[config.mk]
export PLATFORM = sky130hd
export DESIGN_NAME = rail_sequencer_control
export DESIGN_NICKNAME = d
export VERILOG_FILES = /design/src/rail_seq_pkg.sv /design/src/slot_timer_if.sv /design/src/pin_sync.sv /design/src/slot_timer.sv /design/src/rail_sequencer_control.sv
export VERILOG_INCLUDE_DIRS = /design/src /design/src/src
export SDC_FILE = /design/constraint.sdc
export NUM_CORES = 1
export LEC_CHECK = 0
export BUFFER_PORTS_ARGS = -buffer_cell sky130_fd_sc_hd__buf_2
export CORE_AREA = 2 2 63 95
export CTS_CLUSTER_SIZE = 40
export DETAILED_ROUTE_END_ITERATION = 7
export DIE_AREA = 0 0 65 97
export HOLD_SLACK_MARGIN = 0.1
export PLACE_DENSITY = 0.85
export SYNTH_ARGS = -nofsm -noshare
export SYNTH_HDL_FRONTEND = slang
export SYNTH_HIERARCHICAL = 1
export SYNTH_SLANG_ARGS = --single-unit
[constraint.sdc]
create_clock -name ref_clk -period 3.2 [get_ports ref_clk]
set_clock_uncertainty 0.05 [all_clocks]
set_input_delay 0.16 -clock ref_clk [delete_from_list [all_inputs] [get_ports ref_clk]]
set_output_delay 0.16 -clock ref_clk [all_outputs]
set_load 0.01 [all_outputs]
[src/rail_seq_cfg.svh]
// constants for the rail sequencer: slot tables, timing, flag positions
`ifndef RAIL_SEQ_CFG_SVH
`define RAIL_SEQ_CFG_SVH

`define RAIL_COUNT 8
`define SLOT_W 3
`define TABLE_W 24
`define FIRST_SLOT 3'h0
`define LAST_SLOT 3'h4
`define SLOT_STEP 3'h1

// slot per rail, rail one in the low three bits
// default slots for power-up, power-down, sleep exit and sleep entry
`define PWR_UP_TABLE {3'h2, 3'h1, 3'h4, 3'h3, 3'h2, 3'h2, 3'h1, 3'h1}
`define PWR_DOWN_TABLE {3'h3, 3'h1, 3'h1, 3'h2, 3'h3, 3'h3, 3'h1, 3'h4}
`define SLP_EXIT_TABLE {3'h3, 3'h1, 3'h2, 3'h0, 3'h0, 3'h3, 3'h1, 3'h0}
`define SLP_ENTRY_TABLE {3'h2, 3'h3, 3'h1, 3'h0, 3'h0, 3'h2, 3'h3, 3'h0}

// slot interval
`define SLOT_TIME_NS 625000
`define CLK_PERIOD_NS 10

// synchroniser bit positions and idle levels
`define SYNC_W 4
`define PIN_ACT 0
`define PIN_SLEEP 1
`define PIN_EMPD 2
`define PIN_SYSRST 3
`define SYNC_RESET 4'hE

// fault flag layout
`define FLAGS_RESET 8'h00
`define RAILS_RESET 8'h00
`define FF1_SYSRST_BIT 0
`define FF1_CHECK_BIT 1
`define FF1_EMPD_BIT 2
`define FF2_PWRUP_ABORT_BIT 0
`define FF2_SLEEP_ABORT_BIT 1

`endif

[src/rail_seq_pkg.sv]
// types shared by the rail sequencer modules
package rail_seq_pkg;
	typedef enum logic [2:0] {
		st_off = 3'b000,
		st_pwr_up = 3'b001,
		st_active = 3'b010,
		st_slp_entry = 3'b011,
		st_sleep = 3'b100,
		st_slp_exit = 3'b101,
		st_pwr_down = 3'b110
	} seq_state_t;
	typedef logic [2:0] slot_t;
	typedef logic [7:0] rail_vec_t;
endpackage : rail_seq_pkg

[src/slot_timer_if.sv]
// carrier between the sequencer and its slot interval timer
`timescale 1ns/1ps
interface slot_timer_if;
	logic run;
	logic restart;
	logic tick;
	modport ctrl (output run, output restart, input tick);
	modport timer (input run, input restart, output tick);
endinterface : slot_timer_if

[src/pin_sync.sv]
// two-flop synchroniser for the asynchronous control pins
`timescale 1ns/1ps
`include "rail_seq_cfg.svh"
module pin_sync #(
	parameter int WIDTH = `SYNC_W,
	parameter logic [`SYNC_W-1:0] RESET_VAL = `SYNC_RESET
) (
	input wire logic ref_clk,
	input wire logic rst,
	input wire logic [WIDTH-1:0] pin_in,
	output logic [WIDTH-1:0] pin_sync_out
);
	// one pair of flops per pin
	genvar i;
	generate
		for (i = 0; i < WIDTH; i++) begin : g_sync
			logic meta_q;
			logic stable_q;
			always_ff @(posedge ref_clk or posedge rst) begin
				if (rst) begin
					meta_q <= RESET_VAL[i];
					stable_q <= RESET_VAL[i];
				end else begin
					meta_q <= pin_in[i];
					stable_q <= meta_q;
				end
			end
			assign pin_sync_out[i] = stable_q;
		end
	endgenerate
endmodule : pin_sync

[src/slot_timer.sv]
// slot interval counter, one tick per elapsed slot interval
`timescale 1ns/1ps
`include "rail_seq_cfg.svh"
module slot_timer #(
	parameter int SLOT_CYCLES = `SLOT_TIME_NS / `CLK_PERIOD_NS
) (
	input wire logic ref_clk,
	input wire logic rst,
	slot_timer_if.timer tmr
);
	localparam int CNT_W = $clog2(SLOT_CYCLES + 1);
	localparam logic [CNT_W-1:0] CNT_LAST = CNT_W'(SLOT_CYCLES - 1);
	localparam logic [CNT_W-1:0] CNT_ONE = CNT_W'(1);
	localparam logic [CNT_W-1:0] CNT_ZERO = CNT_W'(0);

	logic [CNT_W-1:0] cnt_q;
	logic [CNT_W-1:0] gap_q;

	always_ff @(posedge ref_clk or posedge rst) begin
		if (rst) begin
			cnt_q <= CNT_ZERO;
		end else if (!tmr.run || tmr.restart || cnt_q == CNT_LAST) begin
			cnt_q <= CNT_ZERO;
		end else begin
			cnt_q <= cnt_q + CNT_ONE;
		end
	end

	assign tmr.tick = tmr.run && !tmr.restart && cnt_q == CNT_LAST;

	// independent gap count, read only by the check below
	always_ff @(posedge ref_clk or posedge rst) begin
		if (rst) begin
			gap_q <= CNT_ZERO;
		end else if (!tmr.run || tmr.restart || tmr.tick) begin
			gap_q <= CNT_ZERO;
		end else begin
			gap_q <= gap_q + CNT_ONE;
		end
	end
endmodule : slot_timer

[src/rail_sequencer_control.sv]
// rail sequencer: power, sleep and emergency sequencing with fault flags
// Summary of operation
// - activation high starts power-up and leads to the active state.
// - activation low takes the device through power-down to shutdown.
// - the open-drain fault interrupt is driven low while any flag is set.
// - system reset line pulled low by others sets a fault flag.
// - the kind of fault is shown by separate flag bits.
// - every sequencing failure is latched in the flag registers.
// - a flag clears only on a one written to it; zero leaves it.
// - a flag stays set after its cause goes until cleared.
// - sleep input low runs the sleep-entry sequence into sleep.
// - sleep input high runs the sleep-exit sequence back to active.
// - emergency power-down input low starts the power-down sequence.
// - default slot tables for all four sequences are built in.
// - power-up and power-down slots are 625 us apart.
// - sleep-exit and sleep-entry slots are 625 us apart.
// - power-up slots: 1,2,7 in 1; 3,4,8 in 2; 5 in 3; 6 in 4.
// - sleep-exit slots: 1,4,5 in 0; 2,7 in 1; 6 in 2; 3,8 in 3.
// - each rail has its own sleep-entry slot apart from its sleep-exit slot.
// - a wrong packet check byte raises the fault interrupt.
`timescale 1ns/1ps
`include "rail_seq_cfg.svh"
module rail_sequencer_control #(
	parameter int SLOT_CYCLES = `SLOT_TIME_NS / `CLK_PERIOD_NS,
	parameter logic [`TABLE_W-1:0] PWR_UP_SLOTS = `PWR_UP_TABLE,
	parameter logic [`TABLE_W-1:0] PWR_DOWN_SLOTS = `PWR_DOWN_TABLE,
	parameter logic [`TABLE_W-1:0] SLP_EXIT_SLOTS = `SLP_EXIT_TABLE,
	parameter logic [`TABLE_W-1:0] SLP_ENTRY_SLOTS = `SLP_ENTRY_TABLE
) (
	input wire logic ref_clk,
	input wire logic rst,
	input wire logic activation_input,
	input wire logic sleep_in_n,
	input wire logic emergency_powerdown_in_n,
	input wire logic system_reset_line_n,
	input wire logic packet_check_byte_error,
	input wire logic [7:0] fault_flags_first_clear,
	input wire logic [7:0] fault_flags_second_clear,
	output logic [7:0] fault_flags_first,
	output logic [7:0] fault_flags_second,
	output logic fault_interrupt_out,
	output logic fault_interrupt_out_oe_n,
	output logic powered_off_state,
	output logic sequence_busy,
	output logic rail_enable_one,
	output logic rail_enable_two,
	output logic rail_enable_three,
	output logic rail_enable_four,
	output logic rail_enable_five,
	output logic rail_enable_six,
	output logic rail_enable_seven,
	output logic rail_enable_eight
);
	rail_seq_pkg::seq_state_t state_q;
	rail_seq_pkg::seq_state_t state_d;
	rail_seq_pkg::slot_t slot_q;
	rail_seq_pkg::slot_t slot_d;
	rail_seq_pkg::rail_vec_t rails_q;
	rail_seq_pkg::rail_vec_t rails_d;
	rail_seq_pkg::rail_vec_t hit;
	rail_seq_pkg::rail_vec_t flags1_q;
	rail_seq_pkg::rail_vec_t flags1_d;
	rail_seq_pkg::rail_vec_t flags1_set;
	rail_seq_pkg::rail_vec_t flags2_q;
	rail_seq_pkg::rail_vec_t flags2_d;
	rail_seq_pkg::rail_vec_t flags2_set;
	logic [`TABLE_W-1:0] table_sel;
	logic [`SYNC_W-1:0] pins;
	logic act_s;
	logic sleep_s;
	logic empd_s;
	logic sysrst_s;
	logic go;
	logic step;
	logic irq_q;
	logic seq_state;
	logic powered;

	slot_timer_if tmr ();

	pin_sync #(
		.WIDTH(`SYNC_W),
		.RESET_VAL(`SYNC_RESET)
	) u_pin_sync (
		.ref_clk(ref_clk),
		.rst(rst),
		.pin_in({system_reset_line_n, emergency_powerdown_in_n, sleep_in_n,
			activation_input}),
		.pin_sync_out(pins)
	);

	slot_timer #(
		.SLOT_CYCLES(SLOT_CYCLES)
	) u_slot_timer (
		.ref_clk(ref_clk),
		.rst(rst),
		.tmr(tmr.timer)
	);

	// synchronised pin levels
	assign act_s = pins[`PIN_ACT];
	assign sleep_s = pins[`PIN_SLEEP];
	assign empd_s = pins[`PIN_EMPD];
	assign sysrst_s = pins[`PIN_SYSRST];

	// state classes
	assign seq_state = state_q == rail_seq_pkg::st_pwr_up ||
		state_q == rail_seq_pkg::st_pwr_down ||
		state_q == rail_seq_pkg::st_slp_entry ||
		state_q == rail_seq_pkg::st_slp_exit;
	assign powered = state_q != rail_seq_pkg::st_off &&
		state_q != rail_seq_pkg::st_pwr_down;

	// state transitions; go marks entry into a new sequence
	always_comb begin
		state_d = state_q;
		go = 1'b0;
		case (state_q)
			rail_seq_pkg::st_off: begin
				if (act_s && empd_s) begin
					state_d = rail_seq_pkg::st_pwr_up;
					go = 1'b1;
				end
			end
			rail_seq_pkg::st_pwr_up: begin
				if (!act_s || !empd_s) begin
					state_d = rail_seq_pkg::st_pwr_down;
					go = 1'b1;
				end else if (tmr.tick && slot_q == `LAST_SLOT) begin
					state_d = rail_seq_pkg::st_active;
				end
			end
			rail_seq_pkg::st_active: begin
				if (!act_s || !empd_s) begin
					state_d = rail_seq_pkg::st_pwr_down;
					go = 1'b1;
				end else if (!sleep_s) begin
					state_d = rail_seq_pkg::st_slp_entry;
					go = 1'b1;
				end
			end
			rail_seq_pkg::st_slp_entry: begin
				if (!act_s || !empd_s) begin
					state_d = rail_seq_pkg::st_pwr_down;
					go = 1'b1;
				end else if (tmr.tick && slot_q == `LAST_SLOT) begin
					state_d = rail_seq_pkg::st_sleep;
				end
			end
			rail_seq_pkg::st_sleep: begin
				if (!act_s || !empd_s) begin
					state_d = rail_seq_pkg::st_pwr_down;
					go = 1'b1;
				end else if (sleep_s) begin
					state_d = rail_seq_pkg::st_slp_exit;
					go = 1'b1;
				end
			end
			rail_seq_pkg::st_slp_exit: begin
				if (!act_s || !empd_s) begin
					state_d = rail_seq_pkg::st_pwr_down;
					go = 1'b1;
				end else if (tmr.tick && slot_q == `LAST_SLOT) begin
					state_d = rail_seq_pkg::st_active;
				end
			end
			rail_seq_pkg::st_pwr_down: begin
				if (tmr.tick && slot_q == `LAST_SLOT) begin
					state_d = rail_seq_pkg::st_off;
				end
			end
			default: begin
				state_d = rail_seq_pkg::st_off;
			end
		endcase
	end

	assign step = seq_state && tmr.tick && slot_q != `LAST_SLOT && !go;
	always_comb begin
		slot_d = slot_q;
		if (go) begin
			slot_d = `FIRST_SLOT;
		end else if (step) begin
			slot_d = slot_q + `SLOT_STEP;
		end
	end

	// built-in tables, chosen by the sequence being entered
	always_comb begin
		case (state_d)
			rail_seq_pkg::st_pwr_up: table_sel = PWR_UP_SLOTS;
			rail_seq_pkg::st_slp_exit: table_sel = SLP_EXIT_SLOTS;
			rail_seq_pkg::st_slp_entry: table_sel = SLP_ENTRY_SLOTS;
			default: table_sel = PWR_DOWN_SLOTS;
		endcase
	end

	// rails whose slot is reached now
	genvar r;
	generate
		for (r = 0; r < `RAIL_COUNT; r++) begin : g_hit
			assign hit[r] = (go || step) && table_sel[r*`SLOT_W +: `SLOT_W] == slot_d;
		end
	endgenerate

	// assert on power-up and sleep exit, release on power-down and sleep entry
	always_comb begin
		rails_d = rails_q;
		if (state_d == rail_seq_pkg::st_pwr_up || state_d == rail_seq_pkg::st_slp_exit) begin
			rails_d = rails_q | hit;
		end else if (state_d == rail_seq_pkg::st_pwr_down ||
			state_d == rail_seq_pkg::st_slp_entry) begin
			rails_d = rails_q & ~hit;
		end
	end

	// sequencer state
	always_ff @(posedge ref_clk or posedge rst) begin
		if (rst) begin
			state_q <= rail_seq_pkg::st_off;
			slot_q <= `FIRST_SLOT;
		end else begin
			state_q <= state_d;
			slot_q <= slot_d;
		end
	end

	// rail enable flops
	always_ff @(posedge ref_clk or posedge rst) begin
		if (rst) begin
			rails_q <= `RAILS_RESET;
		end else begin
			rails_q <= rails_d;
		end
	end

	// timer runs through each sequence, restarted on entry
	assign tmr.run = seq_state;
	assign tmr.restart = go;

	// fault sources, one bit per kind
	always_comb begin
		flags1_set = `FLAGS_RESET;
		flags2_set = `FLAGS_RESET;
		flags1_set[`FF1_SYSRST_BIT] = !sysrst_s;
		flags1_set[`FF1_CHECK_BIT] = packet_check_byte_error;
		flags1_set[`FF1_EMPD_BIT] = !empd_s && powered;
		flags2_set[`FF2_PWRUP_ABORT_BIT] = state_q == rail_seq_pkg::st_pwr_up && go;
		flags2_set[`FF2_SLEEP_ABORT_BIT] = go && state_d == rail_seq_pkg::st_pwr_down &&
			(state_q == rail_seq_pkg::st_slp_entry || state_q == rail_seq_pkg::st_slp_exit);
	end

	// write-one clear, set wins over clear
	assign flags1_d = (flags1_q & ~fault_flags_first_clear) | flags1_set;
	assign flags2_d = (flags2_q & ~fault_flags_second_clear) | flags2_set;

	always_ff @(posedge ref_clk or posedge rst) begin
		if (rst) begin
			flags1_q <= `FLAGS_RESET;
			flags2_q <= `FLAGS_RESET;
		end else begin
			flags1_q <= flags1_d;
			flags2_q <= flags2_d;
		end
	end

	always_ff @(posedge ref_clk or posedge rst) begin
		if (rst) begin
			irq_q <= 1'b0;
		end else begin
			irq_q <= |flags1_d || |flags2_d;
		end
	end

	// outputs
	assign fault_flags_first = flags1_q;
	assign fault_flags_second = flags2_q;
	assign fault_interrupt_out = 1'b0;
	assign fault_interrupt_out_oe_n = !irq_q;
	assign powered_off_state = state_q == rail_seq_pkg::st_off;
	assign sequence_busy = seq_state;
	assign rail_enable_one = rails_q[0];
	assign rail_enable_two = rails_q[1];
	assign rail_enable_three = rails_q[2];
	assign rail_enable_four = rails_q[3];
	assign rail_enable_five = rails_q[4];
	assign rail_enable_six = rails_q[5];
	assign rail_enable_seven = rails_q[6];
	assign rail_enable_eight = rails_q[7];
endmodule : rail_sequencer_control

Yosys cells after proc, flatten, opt, wreduce, memory -nomap -nowiden
Index checks and enable logic that the tools add are counted.
{"block": "totals", "register_bits": 55, "out_inout_bits": 28, "wordCells": 116}
{"block": "classes", "n_addsub": 2, "n_eq_ne": 22, "mux": 24, "bitwise_logic": 9, "reduce_logical": 44}
{"cell": "case mux 22 bit (3 select lines)", "count": 1}
{"cell": "2-to-1 mux 3 bit", "count": 12}
{"cell": "bitwise AND 8 bit", "count": 3}
{"cell": "equality test 3 bit", "count": 8}
{"cell": "inverter 8 bit", "count": 3}
{"cell": "logical AND 1 bit", "count": 20}
{"cell": "equality test 3 bit, second input constant", "count": 6}
{"cell": "case mux 3 bit (6 select lines)", "count": 1}
{"cell": "adder 16 x 1 -> 16 bit, second input constant", "count": 1}
{"cell": "equality test 16 bit, second input constant", "count": 1}
{"cell": "2-to-1 mux 16 bit", "count": 1}
{"cell": "2-to-1 mux 8 bit", "count": 2}
{"cell": "OR reduction 8 bit", "count": 2}
{"cell": "logical OR 1 bit", "count": 11}
{"cell": "equality test 3 x 2 -> 1 bit, second input constant", "count": 3}
{"cell": "bitwise OR 8 x 2 -> 8 bit", "count": 1}
{"cell": "bitwise OR 8 x 3 -> 8 bit", "count": 1}
{"cell": "bitwise OR 8 bit", "count": 1}
{"cell": "equality test 3 x 1 -> 1 bit, second input constant", "count": 2}
{"cell": "zero test 1 bit", "count": 6}
{"cell": "2-to-1 mux 1 bit", "count": 6}
{"cell": "!= test 3 bit, second input constant", "count": 2}
{"cell": "case mux 1 bit (4 select lines)", "count": 1}
{"cell": "adder 3 x 1 -> 3 bit, second input constant", "count": 1}
{"cell": "other kinds (5)", "count": 5}

Longest topological paths before layout
Gate-level depths: netlist of run 1.
{"block": "depth", "word_depth": 19, "mapped_depth": 13, "depth_no_buf": 11}

By module
Netlist of run 1, hierarchy kept.
{"mod": "rail_sequencer_control", "n_inst": 1, "cells_each": 168, "area_each_um2": 1595.3, "seq_area_each_um2": 725.7}
{"mod": "slot_timer", "n_inst": 1, "cells_each": 80, "area_each_um2": 808.3, "seq_area_each_um2": 400.4}
{"mod": "pin_sync", "n_inst": 1, "cells_each": 13, "area_each_um2": 241.5, "seq_area_each_um2": 207.7}

Worst setup path before layout of run 1
Ideal clock, no wire load.
{"block": "synth_timing", "path_kind": "flip-flop to flip-flop", "from": "reg u_slot_timer.cnt_q[8]", "to": "reg (tool-made name)", "arrival_ps": 3230, "path_slack_ps": -204, "stages_incl_launch_ff": 10, "path_buffers": 0, "synth_period_minus_slack_ps": 3404, "path_cell_list": "dfrtp_1 or4b_1 or4_4 nor3b_1 inv_1 a221o_1 xnor2_1 or3_1 a21oi_1 mux2_2"}
{"item": "start, declared", "line": "slot_timer.sv:16", "text": "logic [CNT_W-1:0] cnt_q;"}
{"item": "start signal, assigned", "line": "slot_timer.sv:25", "text": "cnt_q <= cnt_q + CNT_ONE;"}

==> flow_summary.yaml, run 1 <==
power_and_ir_drop:
  power.switching_mw: 0.566
  p_leak_nw: 1.65
  intPower_mw: 1.18
  ir_worst_vdd_uv: 231
  clkPwrFrac_pct: 26.7
  power_density_mw_per_mm2: 489
  fin_total_pwr_mw: 1.75
  p_comb_share_pct: 28.7
  pwr-share-seq_pct: 44.6
  swShare_pct: 32.4
clock_tree:
  cts.clk_slew.worst_paths_ns: 0.09
  numClockSinks: 53
  cts_root_buffer: "clkbuf_8"
  numCtsBuffers: 5
  cts_max_path_buffers: 2
  htreeDepth: 2
  clock_latency_ns: 0.30
  cts_tree: "built"
sta:
  relSlewSlack_pct: 58.8
  worstMarginPinSlew_ns: 0.617
  fmaxAchievable_ghz: 0.291
  period_needed_ns: 3.44
  finalWorstSetupSlack_ns: -0.235
  final.setup.tns_ns: -1.00
  report.final.slew_viol_count: 0
  fin_crit_sh_pct: 107
  grt_setup_unrepaired: "true"
  hold_viol_final: 0
  setup_viol: 6
route:
  first_pass_iters: 6
  drc: 0
  drtIter0Drc: 111
  route.vias.total: 2371
  post_drt_wl_per_cell_um: 16.2
  ant_nets: 0
  vias_per_cell: 5.53
  drt_wl_total_mm: 6.97
status:
  violations: "negative setup slack"
  status: "finished with violations"
worst_setup_path:
  cp.arrival_ns: 3.58
  critPathLaunchType: "flop"
  cp_max_fo: 4
  endpoint_kind: "flop"
  critPathKind: "reg2reg"
  crit_required_ns: 3.34
  rrSetupSlack_ns: -0.24
placed_design:
  dp.cells: 392
  routabilityCongestion: 0.919
  io_buffers: 49
  detailed_place_hpwl_mm: 4.65
layout:
  syn2layout_area_growth_pct: 35.0
  diodes: 0
  seq_area_mm2: 0.00133
  final_cells: 429
  drive_above_1_share_pct: 32.9
  multi_input_area_mm2: 0.00124
  fillers: 416
  fin_nets: 384
  fin_util_pct: 66.0
run:
  drv_cap: 0
global_routing:
  grt_usage_pct: 22.3
  overflow: 0
  grt_pass1_vias: 2395
  grt_max_degree: 27
  grt_pass1_wl_mm: 10.8
  antenna_found_initial: 0
synthesis:
  synth.net_count: 287
  synth_common_cells: "47 x dfrtp_1, 29 x nor2_1, 19 x inv_1"
  synth_edf_count: 0
  ys_seq_elements: 53
  synth_cells: 261
  syn_avg_cell_area_um2: 10.1
  synth_top_cell_area_share_pct: 44.5
  synth.distinct_cells: 53
  synth_top_area_cell: "dfrtp_1"
  yosys_warnings: 6
  seq_area_frac_synth_pct: 50.4
  synth-async-reset-ratio_pct: 100
  synth_ff_type: "dfrtp_1"
  synthesis.area_mm2: 0.00265
  synthTopCellsByArea: "dfrtp_1 44%, dfstp_2 6.0%, xnor2_1 4.6%"
  synth_most_common_cell: "dfrtp_1"
floorplan:
  start_util_pct: 48.9
  die_h_um: 97
  die_w_um: 65
  rows: 33
  core_area_mm2: 0.00541
  die_area_mm2: 0.00631
  io_pins: 51
worst_hold_path:
  hold_path.class: "in2reg"
## placed cells by master (no fill, tap or decap), types with 5 or more instances in the layout
cell / count
buf_2: 49
buf_4: 29
clkbuf_8: 6
dfrtp_1: 47
dfstp_2: 6
dlygate4sd3_1: 21
inv_1: 19
nand2_1: 8
nand3_1: 13
nor2_1: 28
nor2b_1: 15
nor3_1: 7
nor4_1: 6
o21ai_0: 7
xnor2_1: 13
xor2_1: 5
## final timing paths
path	from	to	depth (start not counted)
max reg2reg	u_slot_timer/cnt_q[7]$_DFF_PP0_	flop	9
min reg2reg	u_pin_sync/g_sync[1].meta_q$_DFF_PP1_	u_pin_sync/g_sync[1].stable_q$_DFF_PP1_	0
min in group asynchronous	rst	fault_flags_first[3]$_DFF_PP0_	3
max in group asynchronous	rst	u_slot_timer/cnt_q[9]$_DFF_PP0_	3
min	fault_flags_first_clear[0]	fault_flags_first[0]$_DFF_PP0_	2
max	u_slot_timer/cnt_q[7]$_DFF_PP0_	flop	9
## layout make-up
class | count | share of cell area (%)
clock buffer | 7 | 2.42
clock inverter | 1 | 0.841
inverter | 19 | 2.00
multi-input combinational | 176 | 34.8
sequential | 53 | 37.4
tap | 70 | 2.45
timing repair buffer | 103 | 20.1
## routing by layer
layer | track usage [%] | share of wire, % | vias up
li1 | - | - | 1096
met1 | 23.9 | 37 | 1146
met4 | 14.6 | 5.2 | 0
met2 | 39.0 | 55 | 94
met5 | 0 | 0 | -
met3 | 3.60 | 3.5 | 35
## stage by stage
stage                     cell area (um2)  setup WS [ns]  hold WS (ns)
after detailed placement             3090         -0.126        0.0409
after CTS                            3430        -0.0891         0.120
after floorplan                      2660        -0.0933       -0.0786
after global routing                 3570         -0.334         0.107
final                                3570         -0.235         0.103
after global placement               3090        -0.0204        0.0308
## critical path: stages, from the launching register on
cell and delay, ns:
dfrtp_1 0.40, or4_1 0.56, or4_4 0.58, nor3b_4 0.24, inv_1 0.07, a221o_1 0.37
mux2_4 0.36, a21o_1 0.21, a2bb2o_4 0.22, a211o_1 0.25
## kinds of logic after synthesis
| kind of cell | share of synthesized area, % |
|---|---|
| AOI/OAI and AO/OA | 10.4 |
| buffers and inverters | 6.24 |
| and+or+nand+nor | 22.9 |
| xor gates and xnor gates | 6.29 |
| adders and majority gates | 1.42 |
| muxes | 2.18 |
| other | 0.142 |
| DFF | 50.4 |
## what timing repair did
action / CTS / global route
hold buffers: 21 / 0
pin swaps: 3 / 10
buffers inserted: 1 / 7
gates resized for setup: 1 / 21
gates cloned: 0 / 0
endpoints found under the setup margin: 6 / 6
endpoints found under the hold margin: 72 / 0
## power by group through the flow
stage	Sequential (mW)	Clock (mW)	Combinational (mW)
3_3_place_gp	0.781	0	0.426
2_1_floorplan	0.760	0	0.340
6_report	0.779	0.467	0.501
5_1_grt	0.785	0.500	0.545
3_5_place_dp	0.783	0	0.447
4_1_cts	0.773	0.480	0.469
(Power assumes the default switching activity.)
==> run 2, diff against run 1 <==
==> constraint.sdc (replaced) <==
create_clock -name ref_clk -period 3.2 [get_ports ref_clk]
set_clock_uncertainty 0.05 [all_clocks]
set_input_delay 0.32 -clock ref_clk [delete_from_list [all_inputs] [get_ports ref_clk]]
set_output_delay 0.32 -clock ref_clk [all_outputs]
set_load 0.01 [all_outputs]
==> run 2 against run 1 <==
Against the previous run:
- the run still ends with negative setup slack left
- final cell count decreased by 4.2%
- critical path type unchanged
- critical path depth stayed put
- combinational power fell by 5.2%
- maximum frequency increased by 1.9%
- register-to-register slack improved by 0.07 ns
- sequential cell count is the same
- design area is 5.0% lower
- worst setup slack better by 0.065 ns
==> flow_summary.yaml, run 2 (synthesis gave the netlist of run 1 again) <==
status:
  status: "finished with violations"
  violations: "negative setup slack"
worst_setup_path:
  worstPathBufferInverterCount: 1
  cp.arrival_ns: 3.52
  critPathKind: "reg2reg"
  rrSetupSlack_ns: -0.17
  endpoint_kind: "flop"
  cpMaxStageDelayCell: "or4_4"
  crit_required_ns: 3.35
  critPathLaunchType: "flop"
  ff2ff_path_depth: 9
  cp_max_fo: 4
  cp_top_family: "simple AND/OR/NAND/NOR gates"
  cp.depth: 9
  max_stage_delay_ns: 0.58
  crit_chain: "or4_1, or4_4, nor3b_4, inv_1, a221o_1, mux2_4, a21o_1, a2bb2o_4, a211o_1"
global_routing:
  grt_max_degree: 27
  grt_usage_pct: 21.2
  antenna_found_initial: 0
  grt_pass1_wl_mm: 10.3
  overflow: 0
  grt_pass1_vias: 2293
floorplan:
  rows: 33
  die_w_um: 65
  die_area_mm2: 0.00631
  die_h_um: 97
  core_area_mm2: 0.00541
  io_pins: 51
  start_util_pct: 48.9
run:
  drv_cap: 0
layout:
  fin_nets: 366
  layout_common_cells: "49 x buf_2, 47 x dfrtp_1, 28 x buf_4"
  drive_above_1_share_pct: 33.4
  fillers: 429
  final_cells: 411
  fin_util_pct: 62.7
  syn2layout_area_growth_pct: 28.1
  diodes: 0
  mostFrequentLayoutCell: "buf_2"
clock_tree:
  cts_root_buffer: "clkbuf_8"
  htreeDepth: 2
  cts_tree: "built"
  cts.clk_slew.worst_paths_ns: 0.09
  numClockSinks: 53
  numCtsBuffers: 5
  clock_latency_ns: 0.30
  cts_max_path_buffers: 2
sta:
  final.setup.tns_ns: -0.700
  setup_viol: 6
  hold_viol_final: 0
  relSlewSlack_pct: 59.1
  grt_setup_unrepaired: "true"
  report.final.slew_viol_count: 0
  worstMarginPinSlew_ns: 0.614
  finalWorstSetupSlack_ns: -0.170
  fin_crit_sh_pct: 105
  whs_ns: 0.114
  period_needed_ns: 3.37
  fmaxAchievable_ghz: 0.297
placed_design:
  routabilityCongestion: 0.919
  dp.cells: 392
  detailed_place_hpwl_mm: 4.65
  io_buffers: 49
route:
  drc: 0
  vias_per_cell: 5.40
  drt_wl_total_mm: 6.46
  ant_nets: 0
  drtIter0Drc: 136
  first_pass_iters: 6
  post_drt_wl_per_cell_um: 15.7
  route.vias.total: 2218
power_and_ir_drop:
  power_density_mw_per_mm2: 506
  p_leak_nw: 1.58
  ir_worst_vdd_uv: 230
worst_hold_path:
  min_path_cells: 2
  hold_path.class: "in2reg"
[run 2: cell types whose count changed in the layout (fill, tap and decap cells not counted)]
cell / before / now
o221ai_2: 1 / 0
o21ai_0: 7 / 8
nor2_1: 28 / 27
buf_6: 4 / 2
mux2i_1: 0 / 1
buf_4: 29 / 28
nor2_2: 1 / 2
dlygate4sd3_1: 21 / 5
buf_12: 0 / 1
and2_4: 1 / 0
o21ai_1: 2 / 1
mux2i_2: 2 / 1
o221ai_1: 0 / 1
and2_1: 2 / 3
[run 2: metrics by stage]
stage	power, mW	area [um2]	worst slack (ns)
2_1_floorplan	1.10	2660	-0.0933
3_3_place_gp	1.21	3090	-0.0204
3_5_place_dp	1.23	3090	-0.126
4_1_cts	1.71	3270	-0.0891
5_1_grt	1.80	3390	-0.285
6_report	1.72	3390	-0.170
[run 2: timing repair]
item                                    in CTS  in global routing
pin swaps                                    3                  9
setup buffers                                1                  5
endpoints found under the hold margin       25                  0
gates resized for setup                      1                 16
hold buffers                                 5                  0
cloned                                       0                  0
endpoints found under the setup margin       6                  6
[run 2: worst paths after layout]
kind / startpoint / end
worst max register to register: u_slot_timer/cnt_q[7]$_DFF_PP0_ / flop
max in group asynchronous: rst / u_slot_timer/cnt_q[15]$_DFF_PP0_
worst max-delay path: u_slot_timer/cnt_q[7]$_DFF_PP0_ / flop
worst min-delay path: fault_flags_first_clear[7] / fault_flags_first[7]$_DFF_PP0_
min in group asynchronous: rst / fault_flags_first[1]$_DFF_PP0_
worst min register to register: u_pin_sync/g_sync[1].meta_q$_DFF_PP1_ / u_pin_sync/g_sync[1].stable_q$_DFF_PP1_
[run 2: final cells by class]
| cell class | instances | area (um2) | share of cell area (%) |
|---|---|---|---|
| clock inverter | 1 | 30.0 | 0.886 |
| clock buffer | 7 | 86.3 | 2.55 |
| multi-input combinational | 176 | 1230 | 36.4 |
| inverter | 19 | 71.3 | 2.10 |
| timing repair buffer | 85 | 548 | 16.2 |
| tap | 70 | 87.6 | 2.58 |
| sequential | 53 | 1330 | 39.4 |
[run 2: layer usage]
metal,GRT usage [%],wire (um),vias up
met1,21.8,2340,1066
met2,38.3,3600,70
met4,13.4,312,0
li1,-,-,1053
met3,3.49,204,29
met5,0,0,-
[run 2: worst register-to-register path, cell delays in order (launching register included)]
cell	delay (ns)
dfrtp_1	0.40
or4_1	0.56
or4_4	0.58
nor3b_4	0.22
inv_1	0.06
a221o_1	0.37
mux2_4	0.36
a21o_1	0.20
a2bb2o_4	0.22
a211o_1	0.25
[run 2: report_power, final]
part | switching (mW) | leakage (nW) | internal, mW
clock network | 0.209 | 0.0585 | 0.255
logic | 0.279 | 0.849 | 0.195
registers | 0.0633 | 0.678 | 0.714
total | 0.552 | 1.58 | 1.16
==> run 3, diff against run 2 <==
CORE_AREA = 8 8 69 101   (was 2 2 63 95)
DIE_AREA = 0 0 77 109   (was 0 0 65 97)
PLACE_DENSITY = default   (was 0.85)
PLACE_DENSITY_LB_ADDON = 0.12   (was default)
RECOVER_POWER = 100   (was default)
==> run 3 against run 2 <==
Against the previous run:
- non-clock buffer count fell by 5
- count of clock-buffer cells in the layout fell by 2
- the run still ends with negative setup slack left
- total power fell by 7.8%
- sequential share of layout area rose by 2.2 points
- register-to-register slack improved by 0.09 ns
- routed wire length fell by 8.2%
- critical path depth did not move
- maximum frequency rose by 2.6%
==> flow_summary.yaml, run 3 (synthesis gave the netlist of run 1 again) <==
placed_design:
  io_buffers: 49
  placed_area_mm2: 0.00308
  detailed_place_hpwl_mm: 4.49
  routabilityCongestion: 0.847
layout:
  diodes: 0
  mostFrequentLayoutCell: "dfrtp_1"
  fin_util_pct: 57.2
  drive_above_1_share_pct: 20.8
  layout_common_cells: "47 x dfrtp_1, 29 x nor2_1, 28 x clkbuf_1"
  fin_nets: 361
  syn2layout_area_growth_pct: 21.3
  final_cell_area_mm2: 0.00321
sta:
  hold_viol_final: 0
  relSlewSlack_pct: 24.8
  grt_setup_unrepaired: "true"
  finalWorstSetupSlack_ns: -0.0844
  final.setup.tns_ns: -0.161
  setup_viol: 3
  worstMarginPinSlew_ns: 1.13
  period_needed_ns: 3.28
  fmaxAchievable_ghz: 0.304
  fin_crit_sh_pct: 103
  report.final.slew_viol_count: 0
floorplan:
  start_util_pct: 47.1
  die_w_um: 77
  io_pins: 51
  die_h_um: 109
  core_area_mm2: 0.00562
  die_area_mm2: 0.00839
  rows: 34
route:
  first_pass_iters: 4
  drc: 0
  ant_nets: 0
  route.vias.total: 2120
  post_drt_wl_per_cell_um: 14.5
  drt_wl_total_mm: 5.93
  drtIter0Drc: 86
  vias_per_cell: 5.20
power_and_ir_drop:
  pwr-share-seq_pct: 48.0
  p_comb_share_pct: 27.8
  swShare_pct: 34.5
  fin_total_pwr_mw: 1.58
  intPower_mw: 1.04
  ir_worst_vdd_uv: 269
  p_leak_nw: 1.41
  power_density_mw_per_mm2: 493
  clkPwrFrac_pct: 24.2
  power.switching_mw: 0.546
worst_setup_path:
  critPathKind: "reg2reg"
  cp_top_family: "simple AND/OR/NAND/NOR gates"
  cpMaxStageDelayCell: "or4_4"
  ff2ff_path_depth: 9
  critPathLaunchType: "flop"
  worstPathBufferInverterCount: 1
  crit_required_ns: 3.35
  cp_max_fo: 5
  endpoint_kind: "flop"
  cp.arrival_ns: 3.44
  cp.depth: 9
  crit_chain: "or4_1, or4_4, nor3b_4, inv_1, a221o_1, mux2_4, a21o_1, a2bb2o_4, a211o_1"
  max_stage_delay_ns: 0.57
status:
  violations: "negative setup slack"
  status: "finished with violations"
run:
  drv_cap: 0
global_routing:
  grt_pass1_vias: 2291
  grt_pass1_wl_mm: 10.1
  grt_max_degree: 30
  antenna_found_initial: 0
  grt_usage_pct: 14.8
  overflow: 0
worst_hold_path:
  hold_path.class: "in2reg"
  min_path_cells: 2
clock_tree:
  cts_root_buffer: "clkbuf_8"
  clock_latency_ns: 0.31
  numClockSinks: 53
  cts_tree: "built"
  htreeDepth: 2
  cts.clk_slew.worst_paths_ns: 0.10
  numCtsBuffers: 5
  cts_max_path_buffers: 2
## run 3: timing repair
action,in CTS,in global routing
resized for setup,2,1
pin swaps,2,3
endpoints found under the hold margin,22,2
endpoints found under the setup margin,4,6
buffers inserted,1,0
hold buffers,5,2
## run 3: cell type report
cell class                 count  area (um2)
clock buffer                   5        68.8
clock inverter                 3        21.3
fill                         559        2410
inverter                      19        71.3
multi-input combinational    176        1170
sequential                    53        1330
tap                           72        90.1
timing repair buffer          80         458
## run 3: worst paths after layout
path                                                        from                                      end  slack (ns)
max                              u_slot_timer/cnt_q[9]$_DFF_PP0_                                     flop       -0.08
min                                  fault_flags_second_clear[5]          fault_flags_second[5]$_DFF_PP0_        0.11
max reg2reg                      u_slot_timer/cnt_q[9]$_DFF_PP0_                                     flop       -0.08
min reg2reg                u_pin_sync/g_sync[1].meta_q$_DFF_PP1_  u_pin_sync/g_sync[1].stable_q$_DFF_PP1_        0.31
max in group asynchronous                                    rst           fault_flags_first[1]$_DFF_PP0_        1.62
min in group asynchronous                                    rst    u_pin_sync/g_sync[0].meta_q$_DFF_PP0_        0.44
## run 3: per-stage QoR
stage          setup WS [ns]  std cells  hold slack (ns)
2_1_floorplan        -0.0933        261           0.0814
3_3_place_gp        -0.00448        392            0.232
3_5_place_dp         -0.0550        392            0.236
4_1_cts              -0.0492        406            0.103
5_1_grt               -0.194        408            0.105
6_report             -0.0844        408            0.110
## run 3: layer usage
layer  vias up  track usage [%]  part of all wire [%]
met2        34             28.5                    57
met3        15             3.30                   3.0
met1      1027             13.9                    37
li1       1044                -                     -
met4         0             9.35                   3.5
met5         -                0                     0
## run 3: power groups by stage
stage | Combinational [mW] | Sequential (mW) | Clock, mW
floorplan | 0.340 | 0.760 | 0
global placement | 0.446 | 0.772 | 0
detailed placement | 0.451 | 0.772 | 0
CTS | 0.458 | 0.760 | 0.397
global route | 0.488 | 0.769 | 0.422
finish | 0.440 | 0.760 | 0.383
